[src/verilog/nsr_cfg.svh]
// Register offsets, field positions and reset values of the memory controller status block
`ifndef NSR_CFG_SVH
`define NSR_CFG_SVH
// ****************************************
// Byte offsets within the register window
// ****************************************
`define NSR_OFS_CMD 8'h00
`define NSR_OFS_STATUS 8'h02
`define NSR_OFS_IRQ_EN 8'h03
`define NSR_OFS_IRQ_FLAG 8'h04
`define NSR_OFS_DATA_LO 8'h06
`define NSR_OFS_DATA_HI 8'h07
`define NSR_OFS_ADDR_LO 8'h08
`define NSR_OFS_ADDR_HI 8'h09
`define NSR_OFS_HI_STEP 8'h01
// ****************************************
// Field positions and reset values
// ****************************************
`define NSR_BIT_FLASH_BUSY 0
`define NSR_BIT_EEPROM_BUSY 1
`define NSR_BIT_WRITE_FAULT 2
`define NSR_BIT_EEPROM_READY 0
`define NSR_CMD_W 3
`define NSR_RST_BYTE 8'h00
`define NSR_RST_WORD 16'h0000
`endif

[src/verilog/nsr_pkg.sv]
// Types shared by the memory controller status block
package nsr_pkg;
  typedef enum logic [2:0] {
    NSR_CMD_NONE,
    NSR_CMD_PAGE_WRITE,
    NSR_CMD_PAGE_ERASE,
    NSR_CMD_PAGE_ERASE_WRITE,
    NSR_CMD_PAGE_BUFFER_CLEAR,
    NSR_CMD_CHIP_ERASE,
    NSR_CMD_EEPROM_ERASE,
    NSR_CMD_FUSE_WRITE
  } nsr_cmd_e;
endpackage : nsr_pkg

[src/verilog/nsr_regs.sv]
// Status, interrupt, data and address registers of the nonvolatile memory controller
//
// Added by the designer: register access over Wishbone.
`timescale 1ns/1ps
`include "nsr_cfg.svh"
// Functional notes
// [RQ1] Write fault bit sets on mixed-section or protected-area write error.
// [RQ2] Write fault bit reflects only the latest operation's outcome.
// [RQ3] EEPROM busy bit reads one while EEPROM executes a command.
// [RQ4] Flash busy bit, status bit zero, reads one while flash is busy.
// [RQ5] Interrupt enable bit zero at 0x03 enables the ready interrupt.
// [RQ6] Ready interrupt is a level, held while enabled and flag set.
// [RQ7] Software should enable the interrupt only after issuing a command.
// [RQ8] Software should disable the interrupt inside its handler.
// [RQ9] Ready flag at 0x04 bit zero clears on write one; zero ignored.
// [RQ10] Once enabled, interrupt requests continue even without EEPROM writes.
// [RQ11] Data register: low byte 0x06, high byte 0x07, read-write, reset zero.
// [RQ12] Data register supplies the value for fuse writes by the debug port.
// [RQ13] Address register: low byte 0x08, high byte 0x09, read-write, reset zero.
// [RQ14] Address register holds the last updated location, set on completion.
// [RQ15] Three-bit command field starts none, writes, erases, clear and fuse write.
// [RQ16] Request stays active while enabled until software clears the flag.
// [RQ17] Ready flag sets when an EEPROM command finishes and busy falls.
module nsr_regs #(
  parameter int ADDR_W = 16,
  parameter int DATA_W = 16
) (
  // Clock and reset
  input wire logic clk_in,
  input wire logic rst_in,
  // Wishbone slave
  input wire logic wb_cyc_in,
  input wire logic wb_stb_in,
  input wire logic wb_we_in,
  input wire logic [7:0] wb_adr_in,
  input wire logic [3:0] wb_sel_in,
  input wire logic [31:0] wb_dat_in,
  output logic [31:0] wb_dat_out,
  output logic wb_ack_out,
  output logic wb_err_out,
  // Memory array side
  input wire logic flash_busy_in,
  input wire logic eeprom_busy_in,
  input wire logic op_done_in,
  input wire logic op_fault_in,
  input wire logic [ADDR_W-1:0] op_addr_in,
  // Command launch towards the arrays
  output logic cmd_valid_out,
  output logic [2:0] cmd_code_out,
  output logic [DATA_W-1:0] fuse_data_out,
  output logic [ADDR_W-1:0] cmd_addr_out,
  // Interrupt
  output logic irq_out
);

  // ****************************************
  // Bus decode
  // ****************************************
  logic req;
  logic wr;
  logic [7:0] wbyte;
  logic hit;
  assign req = wb_cyc_in && wb_stb_in && !wb_ack_out && !wb_err_out;
  assign wr = req && wb_we_in && wb_sel_in[0];
  assign wbyte = wb_dat_in[7:0];
  always_comb
  begin
    case (wb_adr_in)
      `NSR_OFS_CMD, `NSR_OFS_STATUS, `NSR_OFS_IRQ_EN, `NSR_OFS_IRQ_FLAG,
      `NSR_OFS_DATA_LO, `NSR_OFS_DATA_HI, `NSR_OFS_ADDR_LO, `NSR_OFS_ADDR_HI: hit = 1'b1;
      default: hit = 1'b0;
    endcase
  end

  // ****************************************
  // Status
  // ****************************************
  logic flash_busy_r;
  logic eeprom_busy_r;
  logic eeprom_busy_d_r;
  logic write_fault_r;
  logic [2:0] cmd_r;
  always_ff @(posedge clk_in)
  begin
    if (rst_in)
    begin
      flash_busy_r <= 1'b0;
      eeprom_busy_r <= 1'b0;
      eeprom_busy_d_r <= 1'b0;
    end
    else
    begin
      flash_busy_r <= flash_busy_in; // RQ4
      eeprom_busy_r <= eeprom_busy_in; // RQ3
      eeprom_busy_d_r <= eeprom_busy_r;
    end
  end
  always_ff @(posedge clk_in)
  begin
    if (rst_in)
      write_fault_r <= 1'b0;
    else if (op_done_in)
      write_fault_r <= op_fault_in; // RQ1 RQ2
  end

  // ****************************************
  // Command launch
  // ****************************************
  logic cmd_wr;
  assign cmd_wr = wr && (wb_adr_in == `NSR_OFS_CMD);
  always_ff @(posedge clk_in)
  begin
    if (rst_in)
    begin
      cmd_r <= 3'h0;
      cmd_valid_out <= 1'b0;
    end
    else
    begin
      cmd_valid_out <= cmd_wr && (wbyte[2:0] != 3'(nsr_pkg::NSR_CMD_NONE)); // RQ15
      if (cmd_wr)
        cmd_r <= wbyte[2:0]; // RQ15
    end
  end
  assign cmd_code_out = cmd_r;

  // ****************************************
  // Interrupt enable, flag and request
  // ****************************************
  logic irq_en_r;
  logic irq_flag_r;
  logic ready_evt;
  logic flag_clr;
  assign ready_evt = eeprom_busy_d_r && !eeprom_busy_r; // RQ17
  assign flag_clr = wr && (wb_adr_in == `NSR_OFS_IRQ_FLAG) && wbyte[`NSR_BIT_EEPROM_READY];
  always_ff @(posedge clk_in)
  begin
    if (rst_in)
      irq_en_r <= 1'b0;
    else if (wr && (wb_adr_in == `NSR_OFS_IRQ_EN))
      irq_en_r <= wbyte[`NSR_BIT_EEPROM_READY]; // RQ5
  end
  always_ff @(posedge clk_in)
  begin
    if (rst_in)
      irq_flag_r <= 1'b0;
    else if (ready_evt)
      irq_flag_r <= 1'b1; // RQ17
    else if (flag_clr)
      irq_flag_r <= 1'b0; // RQ9
  end
  // Request also stands while enabled and the EEPROM is idle
  always_ff @(posedge clk_in)
  begin
    if (rst_in)
      irq_out <= 1'b0;
    else
      irq_out <= irq_en_r && (irq_flag_r || !eeprom_busy_r); // RQ6 RQ10 RQ16
  end

  // ****************************************
  // Data and address registers
  // ****************************************
  logic [15:0] data_r;
  logic [15:0] addr_r;
  always_ff @(posedge clk_in)
  begin
    if (rst_in)
      data_r <= `NSR_RST_WORD;
    else if (wr && (wb_adr_in == `NSR_OFS_DATA_LO))
      data_r[7:0] <= wbyte; // RQ11
    else if (wr && (wb_adr_in == `NSR_OFS_DATA_LO + `NSR_OFS_HI_STEP))
      data_r[15:8] <= wbyte; // RQ11
  end
  always_ff @(posedge clk_in)
  begin
    if (rst_in)
      addr_r <= `NSR_RST_WORD;
    else if (op_done_in)
      addr_r <= 16'(op_addr_in); // RQ14
    else if (wr && (wb_adr_in == `NSR_OFS_ADDR_LO))
      addr_r[7:0] <= wbyte; // RQ13
    else if (wr && (wb_adr_in == `NSR_OFS_ADDR_LO + `NSR_OFS_HI_STEP))
      addr_r[15:8] <= wbyte; // RQ13
  end
  assign fuse_data_out = DATA_W'(data_r); // RQ12
  assign cmd_addr_out = ADDR_W'(addr_r);

  // ****************************************
  // Read mux and acknowledge
  // ****************************************
  logic [7:0] rd_byte;
  always_comb
  begin
    rd_byte = `NSR_RST_BYTE;
    case (wb_adr_in)
      `NSR_OFS_CMD: rd_byte = {5'h00, cmd_r};
      `NSR_OFS_STATUS: rd_byte = {5'h00, write_fault_r, eeprom_busy_r, flash_busy_r};
      `NSR_OFS_IRQ_EN: rd_byte = {7'h00, irq_en_r};
      `NSR_OFS_IRQ_FLAG: rd_byte = {7'h00, irq_flag_r};
      `NSR_OFS_DATA_LO: rd_byte = data_r[7:0];
      `NSR_OFS_DATA_HI: rd_byte = data_r[15:8];
      `NSR_OFS_ADDR_LO: rd_byte = addr_r[7:0];
      `NSR_OFS_ADDR_HI: rd_byte = addr_r[15:8];
      default: rd_byte = `NSR_RST_BYTE;
    endcase
  end
  always_ff @(posedge clk_in)
  begin
    if (rst_in)
    begin
      wb_ack_out <= 1'b0;
      wb_err_out <= 1'b0;
      wb_dat_out <= 32'h00000000;
    end
    else
    begin
      wb_ack_out <= req && hit;
      wb_err_out <= req && !hit;
      wb_dat_out <= (req && hit) ? {24'h000000, rd_byte} : 32'h00000000;
    end
  end

  // ****************************************
  // Assertions
  // ****************************************
  a_fault_latch: assert property (@(posedge clk_in) disable iff (rst_in) // RQ2
    op_done_in |=> write_fault_r == $past(op_fault_in))
    else $error("write fault not updated from last operation");
  a_eeprom_busy: assert property (@(posedge clk_in) disable iff (rst_in) // RQ3
    eeprom_busy_in |=> eeprom_busy_r)
    else $error("eeprom busy not reported");
  a_flash_busy: assert property (@(posedge clk_in) disable iff (rst_in) // RQ4
    flash_busy_in |=> flash_busy_r)
    else $error("flash busy not reported");
  a_en_write: assert property (@(posedge clk_in) disable iff (rst_in) // RQ5
    (wr && wb_adr_in == `NSR_OFS_IRQ_EN) |=> irq_en_r == $past(wbyte[0]))
    else $error("interrupt enable not written");
  a_irq_level: assert property (@(posedge clk_in) disable iff (rst_in) // RQ16
    (irq_en_r && irq_flag_r && !flag_clr) [*2] |=> irq_out)
    else $error("interrupt level dropped while flag set");
  a_irq_off: assert property (@(posedge clk_in) disable iff (rst_in) // RQ6
    !irq_en_r |=> !irq_out)
    else $error("interrupt raised while disabled");
  a_flag_clear: assert property (@(posedge clk_in) disable iff (rst_in) // RQ9
    (flag_clr && !ready_evt) |=> !irq_flag_r)
    else $error("flag not cleared by write one");
  a_flag_set: assert property (@(posedge clk_in) disable iff (rst_in) // RQ17
    $fell(eeprom_busy_r) |=> irq_flag_r)
    else $error("flag not set when eeprom became ready");
  a_data_lo: assert property (@(posedge clk_in) disable iff (rst_in) // RQ11
    (wr && wb_adr_in == `NSR_OFS_DATA_LO) |=> data_r[7:0] == $past(wbyte))
    else $error("data low byte not written");
  a_addr_done: assert property (@(posedge clk_in) disable iff (rst_in) // RQ14
    op_done_in |=> addr_r == 16'($past(op_addr_in)))
    else $error("address not updated on completion");
  a_bus_ack: assert property (@(posedge clk_in) disable iff (rst_in)
    (req && hit) |=> wb_ack_out ##1 !wb_ack_out)
    else $error("ack not one cycle");
  a_fault_set: assert property (@(posedge clk_in) disable iff (rst_in) // RQ1
    (op_done_in && op_fault_in) |=> write_fault_r)
    else $error("write fault not set on failed operation");
  a_fault_hold: assert property (@(posedge clk_in) disable iff (rst_in) // RQ2
    !op_done_in |=> $stable(write_fault_r))
    else $error("write fault changed without an operation");
  a_irq_ready: assert property (@(posedge clk_in) disable iff (rst_in) // RQ10
    (irq_en_r && !eeprom_busy_r) |=> irq_out)
    else $error("no request while enabled and eeprom idle");
  a_flag_sticky: assert property (@(posedge clk_in) disable iff (rst_in) // RQ16
    (irq_flag_r && !flag_clr) |=> irq_flag_r)
    else $error("flag lost without a clear");
  a_flag_cause: assert property (@(posedge clk_in) disable iff (rst_in) // RQ17
    $rose(irq_flag_r) |-> $past(ready_evt))
    else $error("flag set without eeprom ready event");
  a_data_hi: assert property (@(posedge clk_in) disable iff (rst_in) // RQ11
    (wr && wb_adr_in == `NSR_OFS_DATA_HI) |=> data_r[15:8] == $past(wbyte))
    else $error("data high byte not written");
  a_addr_lo: assert property (@(posedge clk_in) disable iff (rst_in) // RQ13
    (wr && wb_adr_in == `NSR_OFS_ADDR_LO && !op_done_in) |=> addr_r[7:0] == $past(wbyte))
    else $error("address low byte not written");
  a_addr_hi: assert property (@(posedge clk_in) disable iff (rst_in) // RQ13
    (wr && wb_adr_in == `NSR_OFS_ADDR_HI && !op_done_in) |=> addr_r[15:8] == $past(wbyte))
    else $error("address high byte not written");
  a_cmd_launch: assert property (@(posedge clk_in) disable iff (rst_in) // RQ15
    (cmd_wr && wbyte[2:0] != 3'(nsr_pkg::NSR_CMD_NONE)) |=> cmd_valid_out)
    else $error("command not launched");
  a_cmd_cause: assert property (@(posedge clk_in) disable iff (rst_in) // RQ15
    cmd_valid_out |-> $past(cmd_wr))
    else $error("command launched without a write");
  a_cmd_code: assert property (@(posedge clk_in) disable iff (rst_in) // RQ15
    cmd_wr |=> cmd_code_out == $past(wbyte[2:0]))
    else $error("command code not stored");
  a_bus_err: assert property (@(posedge clk_in) disable iff (rst_in)
    (req && !hit) |=> wb_err_out ##1 !wb_err_out)
    else $error("error answer not one cycle");

  // ****************************************
  // Cover points
  // ****************************************
  c_irq_seen: cover property (@(posedge clk_in) disable iff (rst_in) $rose(irq_out));
  c_flag_set: cover property (@(posedge clk_in) disable iff (rst_in) ready_evt);
  c_set_clr: cover property (@(posedge clk_in) disable iff (rst_in) ready_evt && flag_clr);
  c_fault: cover property (@(posedge clk_in) disable iff (rst_in) op_done_in && op_fault_in);
  c_cmd_launch: cover property (@(posedge clk_in) disable iff (rst_in) cmd_valid_out);

endmodule : nsr_regs

[config.mk]
export PLATFORM = sky130hd
export DESIGN_NAME = nsr_regs
export DESIGN_NICKNAME = d
export VERILOG_FILES = /design/src/verilog/nsr_pkg.sv /design/src/verilog/nsr_regs.sv
export VERILOG_INCLUDE_DIRS = /design/src /design/src/verilog
export SDC_FILE = /design/constraint.sdc
export NUM_CORES = 1
export LEC_CHECK = 0
export ABC_CLOCK_PERIOD_IN_PS = 1650
export BUFFER_PORTS_ARGS = -buffer_cell sky130_fd_sc_hd__buf_2
export CAP_MARGIN = 20
export CORE_UTILIZATION = 44
export DETAILED_ROUTE_END_ITERATION = 10
export PLACE_DENSITY = 0.79
export RECOVER_POWER = 100
export SYNTH_ARGS = -nofsm -noshare
export SYNTH_HDL_FRONTEND = slang
export SYNTH_SLANG_ARGS = --single-unit
[constraint.sdc]
create_clock -name clk_in -period 1.65 [get_ports clk_in]
set_input_delay 0.0825 -clock clk_in [delete_from_list [all_inputs] [get_ports clk_in]]
set_output_delay 0.0825 -clock clk_in [all_outputs]
set_load 0.02 [all_outputs]
==> flow_metrics.env <==
export IMPL_ys_types=40
export IMPL_critPathSlowestCell="dfxtp_2"
export IMPL_drv_slew=0
export IMPL_grt_pass1_vias=1945
export IMPL_routed_wl_um=6470
export IMPL_core_area_um2=5540
export IMPL_route_vias_total=2256
export IMPL_tns_ns=0
export IMPL_die_area_um2=6110
export IMPL_nets=429
export IMPL_grt_total_usage_pct=20.7
export IMPL_min_period_ns=1.64
export IMPL_route_detailed_drc=0
export IMPL_hold_violations=0
export IMPL_critPathMaxStageDelay_ns=0.34
export IMPL_finalCritPeriodShare_pct=99.6
export IMPL_ys_ff_latch=53
export IMPL_ant_nets=0
export IMPL_clk_latency_ns=0.30
export IMPL_cts_reportedPaths_clkPinSlew_ns=0.09
export IMPL_cp_end_kind="flip-flop"
export IMPL_worst_path_max_fanout=8
export IMPL_row_count=27
export IMPL_final_layout_size_suffix_gt1_share_pct=33.2
export IMPL_cts_sinks=53
export IMPL_avgSynthCellArea_um2=9.63
export IMPL_setup_violations=0
export IMPL_min_path_type="in2reg"
export IMPL_synth_cells=265
export IMPL_path_class="reg2reg"
export IMPL_synth_warnings=0
export IMPL_htreeDepth=2
export IMPL_fmax_mhz=609
export IMPL_layout_setup_ws_ns=0.00670
export IMPL_clock_skew_ns=0.00281
export IMPL_drv_cap=0
export IMPL_fin_cells=433
export IMPL_die_height_um=78.2
export IMPL_clockBufferDepth=2
export IMPL_start_util_pct=46.1
export IMPL_grt_start_max_net_pins=45
export IMPL_ir_drop_mv=0.425
export IMPL_cp_top_family="simple AND/OR/NAND/NOR gates"
export IMPL_cts_root_buf="clkbuf_8"
export IMPL_start_kind="flip-flop"
export IMPL_antenna_found_initial=0
export IMPL_routedWlPerCell_um=14.9
export IMPL_synth_seq_area_share_pct=41.6
export IMPL_dp_hpwl_um=4620
export IMPL_die_x_um=78.2
export IMPL_placedCellCount=420
export IMPL_cts_tree="yes"
export IMPL_nFillCells=519
export IMPL_grt_pass1_wl_um=9920
export IMPL_critPathBufInv=2
export IMPL_syn_area_um2=2550
export IMPL_avgViaCountPerCell=5.21
export IMPL_cts_buffers=5
export IMPL_cp_data_required_time_ns=1.83
export IMPL_rsz0062_at_grt="yes"
export IMPL_first_pass_iters=5
export IMPL_drt_iter0_drc=192
export IMPL_diodes=0
export IMPL_timing_critical_path_cells="nor4bb_4 > buf_4 > and4_4 > buf_12 > mux2i_1 > a211oi_1"
export IMPL_arrival_ns=1.82
export IMPL_status="finished clean"
export IMPL_ioPinCount=140
export IMPL_port_buffers=88
export IMPL_gp_congestion=0.932
export IMPL_pre_cts_ws_ns=0.0324
export IMPL_p_per_area_nw_per_um2=809
export IMPL_grt_overflow=0
export IMPL_area_growth_pct=26.2
export IMPL_p_leak_nw=1.54
[path summary, 6_finish.rpt]
path | start | to | slack [ns] | depth (start not counted)
setup / recovery | wb_err_out$_SDFF_PP0_ | cmd_addr_out[7]$_SDFFE_PP0P_ | 0.007 | 6
hold / removal | op_fault_in | write_fault_r$_SDFFE_PP0P_ | 0.01 | 3
setup reg to reg | wb_err_out$_SDFF_PP0_ | cmd_addr_out[7]$_SDFFE_PP0P_ | 0.007 | 6
hold reg to reg | eeprom_busy_d_r$_SDFF_PP0_ | irq_flag_r$_SDFFE_PP0P_ | 0.47 | 2
[placed cells by master (no fill, tap or decap), types with 2 or more instances in the layout]
master and count:
nor3b_1 4, a32o_1 3, mux2i_1 39, inv_1 3, nor2_1 44, a221oi_1 2
dfxtp_1 52, buf_4 13, buf_12 2, dlygate4sd3_1 2, nor2b_1 6, conb_1 24
clkbuf_1 11, clkbuf_8 6, a22oi_1 2, nand2_1 5, buf_6 2, mux2_2 5
nand3_1 2, a222oi_1 5, buf_2 79, a211oi_1 15, a21oi_1 5, nand2b_1 3
nand4_1 3, nor3_1 3, nand4_2 2
[state kept, by name (all words and copies together) (netlist names), 3 cells and up]
register,cells
cmd_addr_out,16
fuse_data_out,16
wb_dat_out,8
cmd_code_out,3
[cells by family after synthesis]
logic type,count (synthesis),share of synthesized area [%]
other cells,1,0.147
mux,44,17.5
buf+inv,46,11.1
compound gates,37,11.2
simple gates,84,18.5
flops,53,41.6
[Yosys cell counts, drive strengths merged]
master,count,area share (%)
and4,2,0.69
a222oi,5,2.0
nand3,2,0.39
nor4,2,1.1
a32o,3,1.2
a221oi,2,0.69
nor3b,4,1.2
nor4bb,1,0.39
and2,1,0.25
o2bb2ai,1,0.34
and4b,1,0.39
nor2,44,6.5
buf,33,9.1
and4bb,2,0.98
and3,1,0.25
nor2b,6,1.5
or3,1,0.25
a211oi,16,4.7
o21ai,1,0.20
nand2,5,0.74
dfxtp,53,42
nand2b,3,0.74
o32a,1,0.39
mux2,5,2.2
mux2i,39,15
clkbuf,10,1.5
nand4,5,1.7
nor3,3,0.59
conb,1,0.15
inv,3,0.44
nor4b,1,0.93
a21oi,6,1.2
a22oi,2,0.59
[metal layers]
metal / up-vias / GRT usage, % / share of wire, % / wire, um
met5: - / 0 / 0 / 0
met4: 0 / 7.96 / 2.0 / 129
met3: 15 / 4.07 / 8.9 / 575
met2: 131 / 32.5 / 47 / 3040
met1: 1024 / 27.9 / 42 / 2720
li1: 1086 / - / - / -
[metrics by stage]
stage / utilization, % / area (um2) / hold slack (ns) / total power [mW]
floorplan: - / 2640 / 0.211 / 1.62
global placement: 54.8 / 3040 / 0.294 / 1.71
detailed placement: 54.8 / 3040 / 0.307 / 1.71
CTS: 57.3 / 3180 / 0.0101 / 2.60
global route: 58.1 / 3220 / 0.0365 / 2.71
finish: 58.1 / 3220 / 0.0119 / 2.61
[final cells by class]
class                           count  area, um2  area share, %
Clock buffer                        7       86.3           2.68
Clock inverter                      1       30.0          0.932
Tap cell                           72       90.1           2.80
Timing Repair Buffer              108        613           19.0
Multi-Input combinational cell    189       1330           41.2
Inverter                            3       11.3          0.350
Sequential cell                    53       1060           33.0
[what timing repair did]
action / in CTS / in global routing
setup buffers: 0 / 2
gates resized for setup: 1 / 10
cloned: 0 / 1
pin swaps: 0 / 10
endpoints found under the setup margin: 1 / 28
hold buffers: 2 / 0
endpoints found under the hold margin: 2 / 0
[power breakdown]
part | internal, mW | leakage, nW | total [mW] | switching, mW
Clock | 0.495 | 0.0585 | 0.899 | 0.405
Sequential | 1.31 | 0.433 | 1.34 | 0.0295
Combinational | 0.132 | 1.05 | 0.364 | 0.233
[worst reg2reg max path, stage by stage (launching register included)]
cell and delay (ns):
dfxtp_2 0.34, nor4bb_4 0.31, buf_4 0.20, and4_4 0.24, buf_12 0.13, mux2i_1 0.20, a211oi_1 0.09
(Power assumes the default switching activity.)
